==> config.mk <==
export PLATFORM = sky130hd
export DESIGN_NAME = gpio_bank_suspend_led
export DESIGN_NICKNAME = d
export VERILOG_FILES = /design/src/hw/gpio_bank_pkg.sv /design/src/hw/pin_debounce.sv /design/src/hw/gpio_bank_suspend_led.sv
export SDC_FILE = /design/constraint.sdc
export NUM_CORES = 1
export LEC_CHECK = 0
export BUFFER_PORTS_ARGS = -buffer_cell sky130_fd_sc_hd__buf_2
export CAP_MARGIN = 40
export CORE_MARGIN = 8
export CORE_UTILIZATION = 53
export DETAILED_ROUTE_END_ITERATION = 8
export GPL_TIMING_DRIVEN = 0
export PLACE_DENSITY = 0.75
export SYNTH_ARGS = -nofsm -noshare
export SYNTH_HDL_FRONTEND = slang
export SYNTH_SLANG_ARGS = --single-unit
export TNS_END_PERCENT = 30
==> constraint.sdc <==
create_clock -name pclk -period 2.54 [get_ports pclk]
set_input_delay 0.381 -clock pclk [delete_from_list [all_inputs] [get_ports pclk]]
set_output_delay 0.381 -clock pclk [all_outputs]
set_load 0.1 [all_outputs]
==> src/hw/gpio_bank_pkg.sv <==
// constants for the third/fourth pin bank and sleep indicator block
package gpio_bank_pkg;
  // clock and timing
  localparam int unsigned PCLK_HZ = 40_000_000;
  localparam int unsigned DEBOUNCE_MS = 4;
  localparam int unsigned DEBOUNCE_CYC = PCLK_HZ / 1000 * DEBOUNCE_MS;
  localparam int unsigned REF_HZ = 32768;
  localparam int unsigned LED_1HZ_HZ = 1;
  localparam int unsigned LED_QHZ_DIV = 4;
  // reference ticks per half period of each blink rate
  localparam int unsigned LED_1HZ_HALF = REF_HZ / (2 * LED_1HZ_HZ);
  localparam int unsigned LED_QHZ_HALF = REF_HZ * LED_QHZ_DIV / 2;
  // register indices, byte address is four times the index
  localparam int unsigned ADDR_W = 12;
  localparam logic [7:0] IDX_B3_STATUS = 8'he7;
  localparam logic [7:0] IDX_B3_DIR = 8'hf0;
  localparam logic [7:0] IDX_B3_DATA = 8'hf1;
  localparam logic [7:0] IDX_B3_INV = 8'hf2;
  localparam logic [7:0] IDX_LED_MODE = 8'hf3;
  localparam logic [7:0] IDX_B4_DIR = 8'hf4;
  localparam logic [7:0] IDX_B4_DATA = 8'hf5;
  localparam logic [7:0] IDX_B4_INV = 8'hf6;
  localparam logic [7:0] IDX_B4_FSEL = 8'hf7;
  localparam logic [7:0] IDX_B3_DTYPE = 8'hfe;
  // reset values
  localparam logic [7:0] DIR_RST = 8'hff;
  localparam logic [7:0] ZERO_RST = 8'h00;
  localparam logic [1:0] LED_MODE_RST = 2'h0;
  // field layouts
  localparam int unsigned LED_MODE_LSB = 6;
  localparam logic [7:0] DTYPE_MASK = 8'h77;
  localparam int unsigned DT_DEB_LSB = 4;
  localparam int unsigned DT_TRIG_LSB = 0;
  localparam int unsigned FILT_N = 3;
  // sleep indicator modes
  localparam logic [1:0] LED_TRI = 2'h0;
  localparam logic [1:0] LED_LOW = 2'h1;
  localparam logic [1:0] LED_BLINK_1HZ = 2'h2;
  localparam logic [1:0] LED_BLINK_QHZ = 2'h3;

  // detect-type slot k (0..2) maps to third-bank pins 0, 1 and 5
  function automatic int unsigned filt_pin(input int unsigned k);
    filt_pin = (k == 2) ? 5 : k;
  endfunction

  // byte address of a register index
  function automatic logic [ADDR_W-1:0] reg_addr(input logic [7:0] idx);
    reg_addr = {2'h0, idx, 2'h0};
  endfunction
endpackage

==> src/hw/pin_debounce.sv <==
// debounce filter for one synchronised input pin
`timescale 1ns/10ps
module pin_debounce #(
  parameter int unsigned CYC = gpio_bank_pkg::DEBOUNCE_CYC
) (
  input wire logic pclk,
  input wire logic presetn,
  input wire logic raw,
  output logic clean
);
  localparam int unsigned CW = $clog2(CYC + 1);
  logic [CW-1:0] cnt_r;
  logic [CW-1:0] cnt_nxt;
  logic clean_r;
  logic clean_nxt;

  // output follows only after input held for CYC cycles
  always_comb
  begin
    cnt_nxt = '0;
    clean_nxt = clean_r;
    if (raw != clean_r)
    begin
      if (cnt_r == CW'(CYC - 1))
        clean_nxt = raw;
      else
        cnt_nxt = cnt_r + CW'(1);
    end
  end

  always_ff @(posedge pclk or negedge presetn)
  begin
    if (!presetn)
    begin
      cnt_r <= '0;
      clean_r <= 1'b0;
    end
    else
    begin
      cnt_r <= cnt_nxt;
      clean_r <= clean_nxt;
    end
  end

  assign clean = clean_r;

  AST_DEB_STABLE: assert property (@(posedge pclk) disable iff (!presetn)
    $changed(clean_r) |-> $past(cnt_r) == CW'(CYC - 1))
    else $error("debounced output changed before the hold time");
endmodule

==> src/hw/gpio_bank_suspend_led.sv <==
// third and fourth pin banks, sleep indicator and apb register slave
//
// The APB slave port was chosen for this implementation.
`timescale 1ns/10ps
// Function
// - direction bit 0 drives the pin, 1 makes it an input; resets to inputs
// - output pins: data bit written and read back; data resets to zero
// - input pins: data bit reflects the pin, writes to it are dropped
// - inversion bit 1 complements data against pin, both directions
// - led mode 00 floats the led, 01 drives it low
// - led mode 10 blinks at one hertz, half period high
// - led mode 11 blinks at a quarter hertz, half period high
// - led mode survives main reset, cleared only by battery reset
// - fourth bank select: odd bits route led, even bits watchdog
// - detect-type bits 6..4 enable debounce on pins 5, 1, 0 when 0
// - detect-type bits 2..0 pick edge (0) or level (1) for 5, 1, 0
// - third bank status bit per pin sets on event, clears on read
module gpio_bank_suspend_led #(
  parameter int unsigned DEBOUNCE_CYC = gpio_bank_pkg::DEBOUNCE_CYC,
  parameter int unsigned LED_1HZ_HALF = gpio_bank_pkg::LED_1HZ_HALF,
  parameter int unsigned LED_QHZ_HALF = gpio_bank_pkg::LED_QHZ_HALF
) (
  input wire logic pclk,
  input wire logic presetn,
  input wire logic vbat_rst_n,
  input wire logic [gpio_bank_pkg::ADDR_W-1:0] paddr,
  input wire logic psel,
  input wire logic penable,
  input wire logic pwrite,
  input wire logic [31:0] pwdata,
  input wire logic [3:0] pstrb,
  output logic [31:0] prdata,
  output logic pready,
  output logic pslverr,
  input wire logic [7:0] bank_three_all_pins_in,
  output logic [7:0] bank_three_all_pins_out,
  output logic [7:0] bank_three_all_pins_oe,
  input wire logic [7:0] pin_bank_four_in,
  output logic [7:0] pin_bank_four_out,
  output logic [7:0] pin_bank_four_oe,
  input wire logic ref_clk_in,
  input wire logic watchdog_expiry_out_n,
  output logic sleep_indicator_led_out,
  output logic sleep_indicator_led_oe
);
  localparam int unsigned CW = $clog2(LED_QHZ_HALF + 1);
  localparam int unsigned FILT_N_W = gpio_bank_pkg::FILT_N;

  logic [7:0] b3_s1_r, b3_s2_r, b4_s1_r, b4_s2_r;
  logic ref_s1_r, ref_s2_r, ref_s3_r;
  logic [7:0] b3_dir_r, b3_dat_r, b3_inv_r, b4_dir_r, b4_dat_r;
  logic [7:0] b4_inv_r, b4_fsel_r, dtype_r, sts_r, b3_prev_r;
  logic [7:0] b3_dir_nxt, b3_dat_nxt, b3_inv_nxt, b4_dir_nxt, b4_dat_nxt;
  logic [7:0] b4_inv_nxt, b4_fsel_nxt, dtype_nxt, sts_nxt;
  logic [1:0] led_mode_r, led_mode_nxt;
  logic [CW-1:0] led_cnt_r, led_cnt_nxt;
  logic led_lvl_r, led_lvl_nxt;
  logic [31:0] prdata_r, prdata_nxt;
  logic pslverr_r, pslverr_nxt;
  logic [FILT_N_W-1:0] deb_out;
  logic [7:0] b3_filt, b3_view, b4_view, b3_evt;
  logic wr_en, rd_clr, ref_tick;
  logic [CW-1:0] led_half;

  function automatic logic hit(input logic [gpio_bank_pkg::ADDR_W-1:0] a,
                               input logic [7:0] idx);
    hit = (a == gpio_bank_pkg::reg_addr(idx));
  endfunction

  // pin and reference inputs cross in through two flops
  always_ff @(posedge pclk or negedge presetn)
  begin
    if (!presetn)
    begin
      b3_s1_r <= 8'h00;
      b3_s2_r <= 8'h00;
      b4_s1_r <= 8'h00;
      b4_s2_r <= 8'h00;
      ref_s1_r <= 1'b0;
      ref_s2_r <= 1'b0;
      ref_s3_r <= 1'b0;
    end
    else
    begin
      b3_s1_r <= bank_three_all_pins_in;
      b3_s2_r <= b3_s1_r;
      b4_s1_r <= pin_bank_four_in;
      b4_s2_r <= b4_s1_r;
      ref_s1_r <= ref_clk_in;
      ref_s2_r <= ref_s1_r;
      ref_s3_r <= ref_s2_r;
    end
  end

  // debounce filters for the three detect-capable pins
  for (genvar k = 0; k < FILT_N_W; k++)
  begin : g_deb
    pin_debounce #(.CYC(DEBOUNCE_CYC)) u_deb (
      .pclk(pclk),
      .presetn(presetn),
      .raw(b3_s2_r[gpio_bank_pkg::filt_pin(k)]),
      .clean(deb_out[k])
    );
  end

  // filtered pins, data-bit view and event detection
  always_comb
  begin
    b3_filt = b3_s2_r;
    for (int k = 0; k < FILT_N_W; k++)
      if (!dtype_r[gpio_bank_pkg::DT_DEB_LSB + k])
        b3_filt[gpio_bank_pkg::filt_pin(k)] = deb_out[k];
    b3_view = b3_filt ^ b3_inv_r;
    b4_view = b4_s2_r ^ b4_inv_r;
    b3_evt = b3_view & ~b3_prev_r;
    for (int k = 0; k < FILT_N_W; k++)
      if (dtype_r[gpio_bank_pkg::DT_TRIG_LSB + k])
        b3_evt[gpio_bank_pkg::filt_pin(k)] =
          b3_view[gpio_bank_pkg::filt_pin(k)];
  end

  assign wr_en = psel && penable && pwrite && pstrb[0];
  assign rd_clr = psel && penable && !pwrite
                  && hit(paddr, gpio_bank_pkg::IDX_B3_STATUS);

  // main-power registers: writes land at the access edge
  always_comb
  begin
    b3_dir_nxt = b3_dir_r;
    b3_dat_nxt = b3_dat_r;
    b3_inv_nxt = b3_inv_r;
    b4_dir_nxt = b4_dir_r;
    b4_dat_nxt = b4_dat_r;
    b4_inv_nxt = b4_inv_r;
    b4_fsel_nxt = b4_fsel_r;
    dtype_nxt = dtype_r;
    if (wr_en)
    begin
      if (hit(paddr, gpio_bank_pkg::IDX_B3_DIR))
        b3_dir_nxt = pwdata[7:0];
      if (hit(paddr, gpio_bank_pkg::IDX_B3_DATA))
        b3_dat_nxt = (b3_dat_r & b3_dir_r) | (pwdata[7:0] & ~b3_dir_r);
      if (hit(paddr, gpio_bank_pkg::IDX_B3_INV))
        b3_inv_nxt = pwdata[7:0];
      if (hit(paddr, gpio_bank_pkg::IDX_B4_DIR))
        b4_dir_nxt = pwdata[7:0];
      if (hit(paddr, gpio_bank_pkg::IDX_B4_DATA))
        b4_dat_nxt = (b4_dat_r & b4_dir_r) | (pwdata[7:0] & ~b4_dir_r);
      if (hit(paddr, gpio_bank_pkg::IDX_B4_INV))
        b4_inv_nxt = pwdata[7:0];
      if (hit(paddr, gpio_bank_pkg::IDX_B4_FSEL))
        b4_fsel_nxt = pwdata[7:0];
      if (hit(paddr, gpio_bank_pkg::IDX_B3_DTYPE))
        dtype_nxt = pwdata[7:0] & gpio_bank_pkg::DTYPE_MASK;
    end
    // set wins over the read-clear of bits just returned
    sts_nxt = b3_evt | (sts_r & ~(rd_clr ? prdata_r[7:0] : 8'h00));
  end

  always_ff @(posedge pclk or negedge presetn)
  begin
    if (!presetn)
    begin
      b3_dir_r <= gpio_bank_pkg::DIR_RST;
      b3_dat_r <= gpio_bank_pkg::ZERO_RST;
      b3_inv_r <= gpio_bank_pkg::ZERO_RST;
      b4_dir_r <= gpio_bank_pkg::DIR_RST;
      b4_dat_r <= gpio_bank_pkg::ZERO_RST;
      b4_inv_r <= gpio_bank_pkg::ZERO_RST;
      b4_fsel_r <= gpio_bank_pkg::ZERO_RST;
      dtype_r <= gpio_bank_pkg::ZERO_RST;
      sts_r <= gpio_bank_pkg::ZERO_RST;
      b3_prev_r <= gpio_bank_pkg::ZERO_RST;
    end
    else
    begin
      b3_dir_r <= b3_dir_nxt;
      b3_dat_r <= b3_dat_nxt;
      b3_inv_r <= b3_inv_nxt;
      b4_dir_r <= b4_dir_nxt;
      b4_dat_r <= b4_dat_nxt;
      b4_inv_r <= b4_inv_nxt;
      b4_fsel_r <= b4_fsel_nxt;
      dtype_r <= dtype_nxt;
      sts_r <= sts_nxt;
      b3_prev_r <= b3_view;
    end
  end

  // led mode sits on the battery reset only, so main reset keeps it
  always_comb
  begin
    led_mode_nxt = led_mode_r;
    if (wr_en && hit(paddr, gpio_bank_pkg::IDX_LED_MODE))
      led_mode_nxt = pwdata[gpio_bank_pkg::LED_MODE_LSB +: 2];
  end

  always_ff @(posedge pclk or negedge vbat_rst_n)
  begin
    if (!vbat_rst_n)
      led_mode_r <= gpio_bank_pkg::LED_MODE_RST;
    else
      led_mode_r <= led_mode_nxt;
  end

  // blink generator counts reference rising edges, not pclk
  assign ref_tick = ref_s2_r && !ref_s3_r;
  assign led_half = (led_mode_r == gpio_bank_pkg::LED_BLINK_1HZ)
                    ? CW'(LED_1HZ_HALF) : CW'(LED_QHZ_HALF);

  always_comb
  begin
    led_cnt_nxt = led_cnt_r;
    led_lvl_nxt = led_lvl_r;
    case (led_mode_r)
      gpio_bank_pkg::LED_BLINK_1HZ, gpio_bank_pkg::LED_BLINK_QHZ:
      begin
        if (ref_tick)
        begin
          if (led_cnt_r >= led_half - CW'(1))
          begin
            led_cnt_nxt = '0;
            led_lvl_nxt = !led_lvl_r;
          end
          else
            led_cnt_nxt = led_cnt_r + CW'(1);
        end
      end
      default:
      begin
        led_cnt_nxt = '0;
        led_lvl_nxt = 1'b0;
      end
    endcase
  end

  always_ff @(posedge pclk or negedge presetn)
  begin
    if (!presetn)
    begin
      led_cnt_r <= '0;
      led_lvl_r <= 1'b0;
    end
    else
    begin
      led_cnt_r <= led_cnt_nxt;
      led_lvl_r <= led_lvl_nxt;
    end
  end

  // led pin: tri-state in 00, low in 01, blink otherwise
  assign sleep_indicator_led_oe = (led_mode_r != gpio_bank_pkg::LED_TRI);
  assign sleep_indicator_led_out = led_lvl_r && led_mode_r[1];

  // pin drivers; output pins carry data xor inversion, selected fourth-bank pins the led or watchdog
  always_comb
  begin
    bank_three_all_pins_out = b3_dat_r ^ b3_inv_r;
    bank_three_all_pins_oe = ~b3_dir_r;
    for (int i = 0; i < 8; i++)
    begin
      if (!b4_fsel_r[i])
      begin
        pin_bank_four_out[i] = b4_dat_r[i] ^ b4_inv_r[i];
        pin_bank_four_oe[i] = !b4_dir_r[i];
      end
      else if (i % 2 == 1)
      begin
        pin_bank_four_out[i] = sleep_indicator_led_out;
        pin_bank_four_oe[i] = sleep_indicator_led_oe;
      end
      else
      begin
        pin_bank_four_out[i] = watchdog_expiry_out_n;
        pin_bank_four_oe[i] = 1'b1;
      end
    end
  end

  // read data captured in setup so the access phase needs no wait
  always_comb
  begin
    prdata_nxt = prdata_r;
    pslverr_nxt = pslverr_r;
    if (psel && !penable)
    begin
      prdata_nxt = 32'h0000_0000;
      pslverr_nxt = 1'b0;
      case (paddr)
        gpio_bank_pkg::reg_addr(gpio_bank_pkg::IDX_B3_STATUS):
          prdata_nxt[7:0] = sts_r;
        gpio_bank_pkg::reg_addr(gpio_bank_pkg::IDX_B3_DIR):
          prdata_nxt[7:0] = b3_dir_r;
        gpio_bank_pkg::reg_addr(gpio_bank_pkg::IDX_B3_DATA):
          prdata_nxt[7:0] = (b3_view & b3_dir_r) | (b3_dat_r & ~b3_dir_r);
        gpio_bank_pkg::reg_addr(gpio_bank_pkg::IDX_B3_INV):
          prdata_nxt[7:0] = b3_inv_r;
        gpio_bank_pkg::reg_addr(gpio_bank_pkg::IDX_LED_MODE):
          prdata_nxt[7:6] = led_mode_r;
        gpio_bank_pkg::reg_addr(gpio_bank_pkg::IDX_B4_DIR):
          prdata_nxt[7:0] = b4_dir_r;
        gpio_bank_pkg::reg_addr(gpio_bank_pkg::IDX_B4_DATA):
          prdata_nxt[7:0] = (b4_view & b4_dir_r) | (b4_dat_r & ~b4_dir_r);
        gpio_bank_pkg::reg_addr(gpio_bank_pkg::IDX_B4_INV):
          prdata_nxt[7:0] = b4_inv_r;
        gpio_bank_pkg::reg_addr(gpio_bank_pkg::IDX_B4_FSEL):
          prdata_nxt[7:0] = b4_fsel_r;
        gpio_bank_pkg::reg_addr(gpio_bank_pkg::IDX_B3_DTYPE):
          prdata_nxt[7:0] = dtype_r;
        default:
          pslverr_nxt = 1'b1;
      endcase
    end
  end

  always_ff @(posedge pclk or negedge presetn)
  begin
    if (!presetn)
    begin
      prdata_r <= 32'h0000_0000;
      pslverr_r <= 1'b0;
    end
    else
    begin
      prdata_r <= prdata_nxt;
      pslverr_r <= pslverr_nxt;
    end
  end

  assign prdata = prdata_r;
  assign pready = psel && penable;
  assign pslverr = psel && penable && pslverr_r;

  AST_B3_OE_DIR: assert property (@(posedge pclk) disable iff (!presetn)
    bank_three_all_pins_oe == ~b3_dir_r)
    else $error("third bank enable does not follow direction");
  AST_OUT_WRITE: assert property (@(posedge pclk) disable iff (!presetn)
    wr_en && hit(paddr, gpio_bank_pkg::IDX_B3_DATA) && b3_dir_r == 8'h00
    |=> bank_three_all_pins_out == ($past(pwdata[7:0]) ^ b3_inv_r))
    else $error("written output level not on the pins");
  AST_IN_WRITE_DROP: assert property (@(posedge pclk) disable iff (!presetn)
    wr_en && hit(paddr, gpio_bank_pkg::IDX_B4_DATA) && b4_dir_r == 8'hff
    |=> $stable(b4_dat_r))
    else $error("write to input pins changed data");
  AST_LED_MODES: assert property (@(posedge pclk) disable iff (!presetn)
    led_mode_r == gpio_bank_pkg::LED_LOW
    |-> sleep_indicator_led_oe && !sleep_indicator_led_out)
    else $error("led not driven low in low mode");
  AST_LED_1HZ: assert property (@(posedge pclk) disable iff (!presetn)
    $changed(led_lvl_r) && $past(led_mode_r) == gpio_bank_pkg::LED_BLINK_1HZ
    |-> $past(led_cnt_r) == CW'(LED_1HZ_HALF - 1))
    else $error("one hertz half period wrong");
  AST_LED_QHZ: assert property (@(posedge pclk) disable iff (!presetn)
    $changed(led_lvl_r) && $past(led_mode_r) == gpio_bank_pkg::LED_BLINK_QHZ
    |-> $past(led_cnt_r) == CW'(LED_QHZ_HALF - 1))
    else $error("quarter hertz half period wrong");
  AST_VBAT_KEEP: assert property (@(posedge pclk) disable iff (!vbat_rst_n)
    !presetn |=> led_mode_r == $past(led_mode_r))
    else $error("led mode lost on main reset");
  AST_FSEL_WDT: assert property (@(posedge pclk) disable iff (!presetn)
    b4_fsel_r[0] |-> pin_bank_four_oe[0]
    && pin_bank_four_out[0] == watchdog_expiry_out_n)
    else $error("watchdog not routed to fourth bank pin");
  AST_LEVEL_SET: assert property (@(posedge pclk) disable iff (!presetn)
    dtype_r[0] && b3_view[0] |=> sts_r[0])
    else $error("level event did not set status");
  AST_STATUS_SET: assert property (@(posedge pclk) disable iff (!presetn)
    b3_evt[7] |=> sts_r[7])
    else $error("event lost from status");
endmodule

[Word level (Yosys, flattened, before mapping)]
Cells that the tools add are included.
Word-level totals
  flip-flop bits (word level): 199
  word-level logic and storage cells: 160
Cells by class
  $add $sub $neg: 5
  $lt $le $gt $ge: 1
  eq/ne operators: 20
  mux-type cells: 39
  bitwise operators: 30
  reductions and logical operators: 37
Operators by type and width (number)
  12-bit by 10-bit equality test with 1-bit output, second input constant: 10
  18-bit 2-to-1 mux: 6
  8-bit bitwise AND: 10
  17-bit 2-to-1 mux: 4
  18-bit by 1-bit adder with 18-bit output, second input constant: 3
  18-bit equality test, second input constant: 3
  6-bit one-hot mux with 9 select lines: 1
  8-bit OR: 5
  8-bit NOT: 4
  1-bit 2-to-1 mux: 26
  2-bit AND reduction: 12
  8-bit XOR: 3
  2-bit one-hot mux with 10 select lines: 1
  17-bit by 1-bit adder with 17-bit output, second input constant: 1
  17-bit >= comparator: 1
  17-bit by 1-bit subtractor with 17-bit output, second input constant: 1
  1-bit logical NOT: 12
  1-bit logical AND: 10
  10-bit OR reduction: 1
  8-bit 2-to-1 mux: 1
  1-bit XOR: 8
  2-bit equality test, second input constant: 2
  2-bit inequality test, second input constant: 2
  1-bit inequality test: 3
  2 further kinds: 2

[Logic depth before layout (Yosys ltp)]
  word-level depth: 7
  depth in mapped cells: 10
  depth with buffers taken out: 8

[Cells and area by module]
Synthesis repeated with hierarchy kept, for this count alone.
Second synthesis, totals
  cells, all modules: 900
  area, all modules: 9873.2 µm²
By module, submodules not included
  gpio_bank_suspend_led: times used 1, cells an instance 609, area an instance 6994.2 µm²
  pin_debounce: times used 3, cells an instance 97, area an instance 959.7 µm²

[Worst setup path after synthesis]
Ideal clock, no wire load.
  kind: flip-flop to output port
  start: register b4_inv_r[4]
  end: output port pin_bank_four_out[4]
  arrival: 2.636 ns
  required time: 2.159 ns
  setup slack: -0.477 ns
  stages on the path, launching flop included: 3
  path buffers: 0
  path through: dfrtp_1 > xnor2_1 > o21ai_0
On the way
  cells in the longest elaborated chain, start to end: 2
RTL lines
  start: declaration: RTL line gpio_bank_suspend_led.sv:52  | logic [7:0] b4_inv_r, b4_fsel_r, dtype_r, sts_r, b3_prev_r;
  start signal: assignment: RTL line gpio_bank_suspend_led.sv:169  | b4_inv_r <= gpio_bank_pkg::ZERO_RST;
  start signal: assignment: RTL line gpio_bank_suspend_led.sv:182  | b4_inv_r <= b4_inv_nxt;
  1-bit XOR: RTL line gpio_bank_suspend_led.sv:264  | pin_bank_four_out[i] = b4_dat_r[i] ^ b4_inv_r[i];
  1-bit 2-to-1 mux: RTL line gpio_bank_suspend_led.sv:262  | if (!b4_fsel_r[i])
  end: declaration: RTL line gpio_bank_suspend_led.sv:39  | output logic [7:0] pin_bank_four_out,
No other way between the ends.

[Worst setup path after layout]
  start: input port paddr[3] (netlist bit)
  end: register b3_inv_r[1]
On the way
  cells in the longest elaborated chain, start to end: 2
RTL lines
  start: declaration: RTL line gpio_bank_suspend_led.sv:26  | input wire logic [gpio_bank_pkg::ADDR_W-1:0] paddr,
  12-bit by 10-bit equality test with 1-bit output: RTL line gpio_bank_suspend_led.sv:67  | hit = (a == gpio_bank_pkg::reg_addr(idx));
  2-bit AND reduction (no source line)
  end signal: assignment: RTL line gpio_bank_suspend_led.sv:166  | b3_inv_r <= gpio_bank_pkg::ZERO_RST;
  end signal: assignment: RTL line gpio_bank_suspend_led.sv:179  | b3_inv_r <= b3_inv_nxt;
  end: declaration: RTL line gpio_bank_suspend_led.sv:51  | logic [7:0] b3_dir_r, b3_dat_r, b3_inv_r, b4_dir_r, b4_dat_r;
No other way between the ends.
A chain may end at the register's enable or synchronous reset.

==> impl_metrics.csv <==
group,metric,value,unit
job,maxCapViolations,0,
worst_setup_path,endpoint_kind,"flip-flop",
sta,hold_viol,15,
floorplan,ios,140,
logic_synthesis,syn_avg_cell_area,11.02,µm²
clocking,cts_sinks,199,
sta,finalHoldWorstSlack,-0.02462,ns
global_route,grt_pass1_vias,6718,
logic_synthesis,synth-compound-area-share,7.016,%
sta,setup_viol,0,
logic_synthesis,synth_top_family_by_area,"simple AND/OR/NAND/NOR gates",
status,outcome,"finished with violations",
route,vias_per_cell,5.473,
logic_synthesis,yosysTopAreaCell,"dfrtp_1",
pwr,powerDensity,569.0,nW/µm²
route,wl_per_cell,17.41,µm
finish,final_cell_area,10940,µm²
placement,place_congestion,0.8847,
placement,dpl_cell_area,10380,µm²
placement,portBuffers,86,
route,vias,6775,
sta,period_needed,2.397,ns
pwr,leakage,5.118,nW
sta,fmax,417.2,MHz
sta,slew_headroom,42.96,%
clocking,clkSlewWorstSetupHoldPaths,0.07,ns
worst_setup_path,cp_max_fo,10,
floorplan,dieArea,22550,µm²
sta,rsz0062_at_grt,"no",
worst_setup_path,setup.worst_path.class,"in2reg",
clocking,insertion_delay,0.42,ns
worst_hold_path,min_path_type,"in2async",
floorplan,die_h,150.2,µm
global_route,grt_max_degree,107,
finish,nets,1073,
logic_synthesis,netlist.area_leader.share,48.00,%
floorplan,die_x,150.2,µm
finish,diodes,0,
logic_synthesis,async_flop_share,100.0,%
status,failed_checks,"negative hold slack",
logic_synthesis,synthMuxAreaShare,10.87,%
sta,worstMarginPinSlew,0.8491,ns
finish,area_growth,14.66,%
global_route,grt.total_usage,19.58,%
logic_synthesis,synth_area,9540,µm²
logic_synthesis,synth_top_flop_cell,"dfrtp_1",
logic_synthesis,synth_warnings,0,
logic_synthesis,synth_fa_ha_area_share,0.6557,%
logic_synthesis,syn-instance-count,866,
route,drt_iter0_markers,518,
sta,fin_setup_tns,0,ns
clocking,cts_buffer_depth,2,
clocking,root_buffer,"clkbuf_16",
route,routed-wl-met2,10.20,mm
route,drcViolationCount,0,
logic_synthesis,synth_edf_count,0,
route,drt_first_pass_iters,7,
placement,dpl.hpwl,15.18,mm
global_route,antenna_found_initial,1,
floorplan,rows,49,
global_route,grt_overflow_total,0,
clocking,cts_buffers,17,
worst_setup_path,critPathLaunchType,"primary input",
floorplan,core-area,17840,µm²
logic_synthesis,synth.area.top_cells,"dfrtp_1, mux2_2, xor2_1, dfstp_2, nor2_1",
logic_synthesis,ys_seq_area_share,52.41,%
worst_setup_path,cp.required,2.85,ns
logic_synthesis,ys_seq_elements,199,
route,dr_wl_met3,1.317,mm
finish,drive_gt1_share,25.67,%
logic_synthesis,synth.distinct_cells,69,
clocking,htree_levels,4,
global_route,grt_pass1_wl,34.93,mm
route,top_layer_used,"met5",
clocking,tritoncts,"yes",
route,routed_wirelength,21.55,mm
sta,fin_skew,0.007143,ns
worst_setup_path,cp.arrival,2.70,ns
pwr,p_total,6.224,mW
route,postRouteAntennaNets,0,
pwr,ir_drop,0.0004524,V
route,met1_length,9.812,mm
floorplan,start_util,53.47,%
logic_synthesis,synth-xor-area-share,8.354,%
sta,period_share,94.36,%
sta,report.final.slew_viol_count,0,
logic_synthesis,yosys.area_share.simple,16.56,%
per-stage QoR:
step | worst slack [ns] | hold slack, ns | std cells | util [%]
5_1_grt | 0.04949 | 0.03346 | 1238 | 61.32
3_5_place_dp | -0.2665 | 0.1810 | 1205 | 58.19
3_3_place_gp | -2.147 | 0.1809 | 1204 | 57.98
6_report | 0.1432 | -0.02462 | 1238 | 61.32
4_1_cts | 0.01635 | 0.02323 | 1238 | 61.22
2_1_floorplan | -0.4770 | 0.08541 | 889 | -
routing by layer:
layer  up-vias  track usage, %
met5         -               0
met4         2           5.197
met3        22           4.268
met2       175           30.90
met1      3321           26.92
li1       3255               -
critical path: stages:
cell and delay (ns):
buf_2 0.13, buf_2 0.26, buf_2 0.33, clkbuf_1 0.55
nand3_1 0.60, mux2_2 0.45
final timing paths:
check                                                from                 endpoint  slack, ns  cells after the start
worst max-delay path                             paddr[3]              b3_inv_r[1]       0.14                      6
worst min-delay path                              presetn  g_deb[0].u_deb.cnt_r[3]      -0.02                      1
worst max register to register              led_mode_r[1]                led_lvl_r       0.25                      9
worst min register to register                 b3_s1_r[6]               b3_s2_r[6]       0.34                      0
max in group asynchronous                         presetn              b4_dir_r[7]       1.61                      2
min in group pclk               bank_three_all_pins_in[4]               b3_s1_r[4]       0.05                      1
flip-flops by register name (all words and copies together), names as in the netlist, 2 cells and up, named ones only:
signal,count
g_deb.u_deb.cnt_r,54
led_cnt_r,17
b3_dir_r,8
b3_inv_r,8
b3_prev_r,8
b3_s1_r,8
b3_s2_r,8
b4_dir_r,8
b4_fsel_r,8
b4_inv_r,8
b4_s1_r,8
b4_s2_r,8
prdata,8
sts_r,8
dtype_r,6
g_deb.u_deb.clean,3
led_mode_r,2
synth_stat cells, drive strengths merged (4+ instances only):
cell     number
dfrtp       183
nor2        103
mux2         71
xor2         62
nand2        61
buf          38
nand3        31
xnor2        29
inv          26
nand4        23
o21ai        21
a21oi        19
dfstp        16
mux2i        14
nand2b       14
nor3         14
a22o         13
and3         11
clkbuf       11
a31oi        10
and4         10
nor4          7
a2111oi       5
ha            5
nor2b         5
or3           5
a311oi        4
and2          4
nand3b        4
or2           4
repair_timing:
| action | 4_1_cts | 5_1_grt |
|---|---|---|
| resized for setup | 1 | 6 |
| buffers inserted | 0 | 0 |
| hold buffers | 1 | 0 |
| setup endpoints to repair | 10 | 26 |
| hold endpoints to repair | 2 | 0 |
cells in the final DEF (no fill, tap or decap), types with 7 or more instances in the layout:
master	instances
a21oi_1	19
a22o_1	13
a31oi_1	9
and3_1	11
and4_1	10
buf_2	96
buf_4	24
clkbuf_1	11
clkbuf_16	17
conb_1	24
dfrtp_1	183
dfstp_2	16
inv_1	26
mux2_2	63
mux2_4	8
mux2i_1	14
nand2_1	60
nand2b_1	14
nand3_1	31
nand4_1	23
nor2_1	101
nor3_1	12
nor4_1	7
o21ai_0	18
xnor2_1	29
xor2_1	62
final cells by class:
cell class / count / area (µm²)
tap: 229 / 286.5
multi-input combinational: 614 / 4253
sequential: 199 / 5000
clock inverter: 13 / 97.59
inverter: 27 / 101.3
clock buffer: 19 / 432.9
timing repair buffer: 88 / 478.0
fill: 1423 / 6902
buffer: 49 / 290.3
report_power, final:
part           switching [mW]  internal [mW]
Clock                    1.21           1.27
Combinational           0.391          0.111
Sequential             0.0300           3.22
Total                    1.63           4.60
logic make-up after synthesis:
| kind of cell | Yosys count |
|---|---|
| multiplexers | 88 |
| XOR/XNOR | 91 |
| AND/OR/NAND/NOR | 311 |
| flip-flops | 199 |
| other | 1 |
| buffers and inverters | 76 |
| adder cells (fa/ha/maj) | 5 |
| AO/OA/AOI/OAI | 95 |
Note: power is estimated with default switching activity, not from simulation.
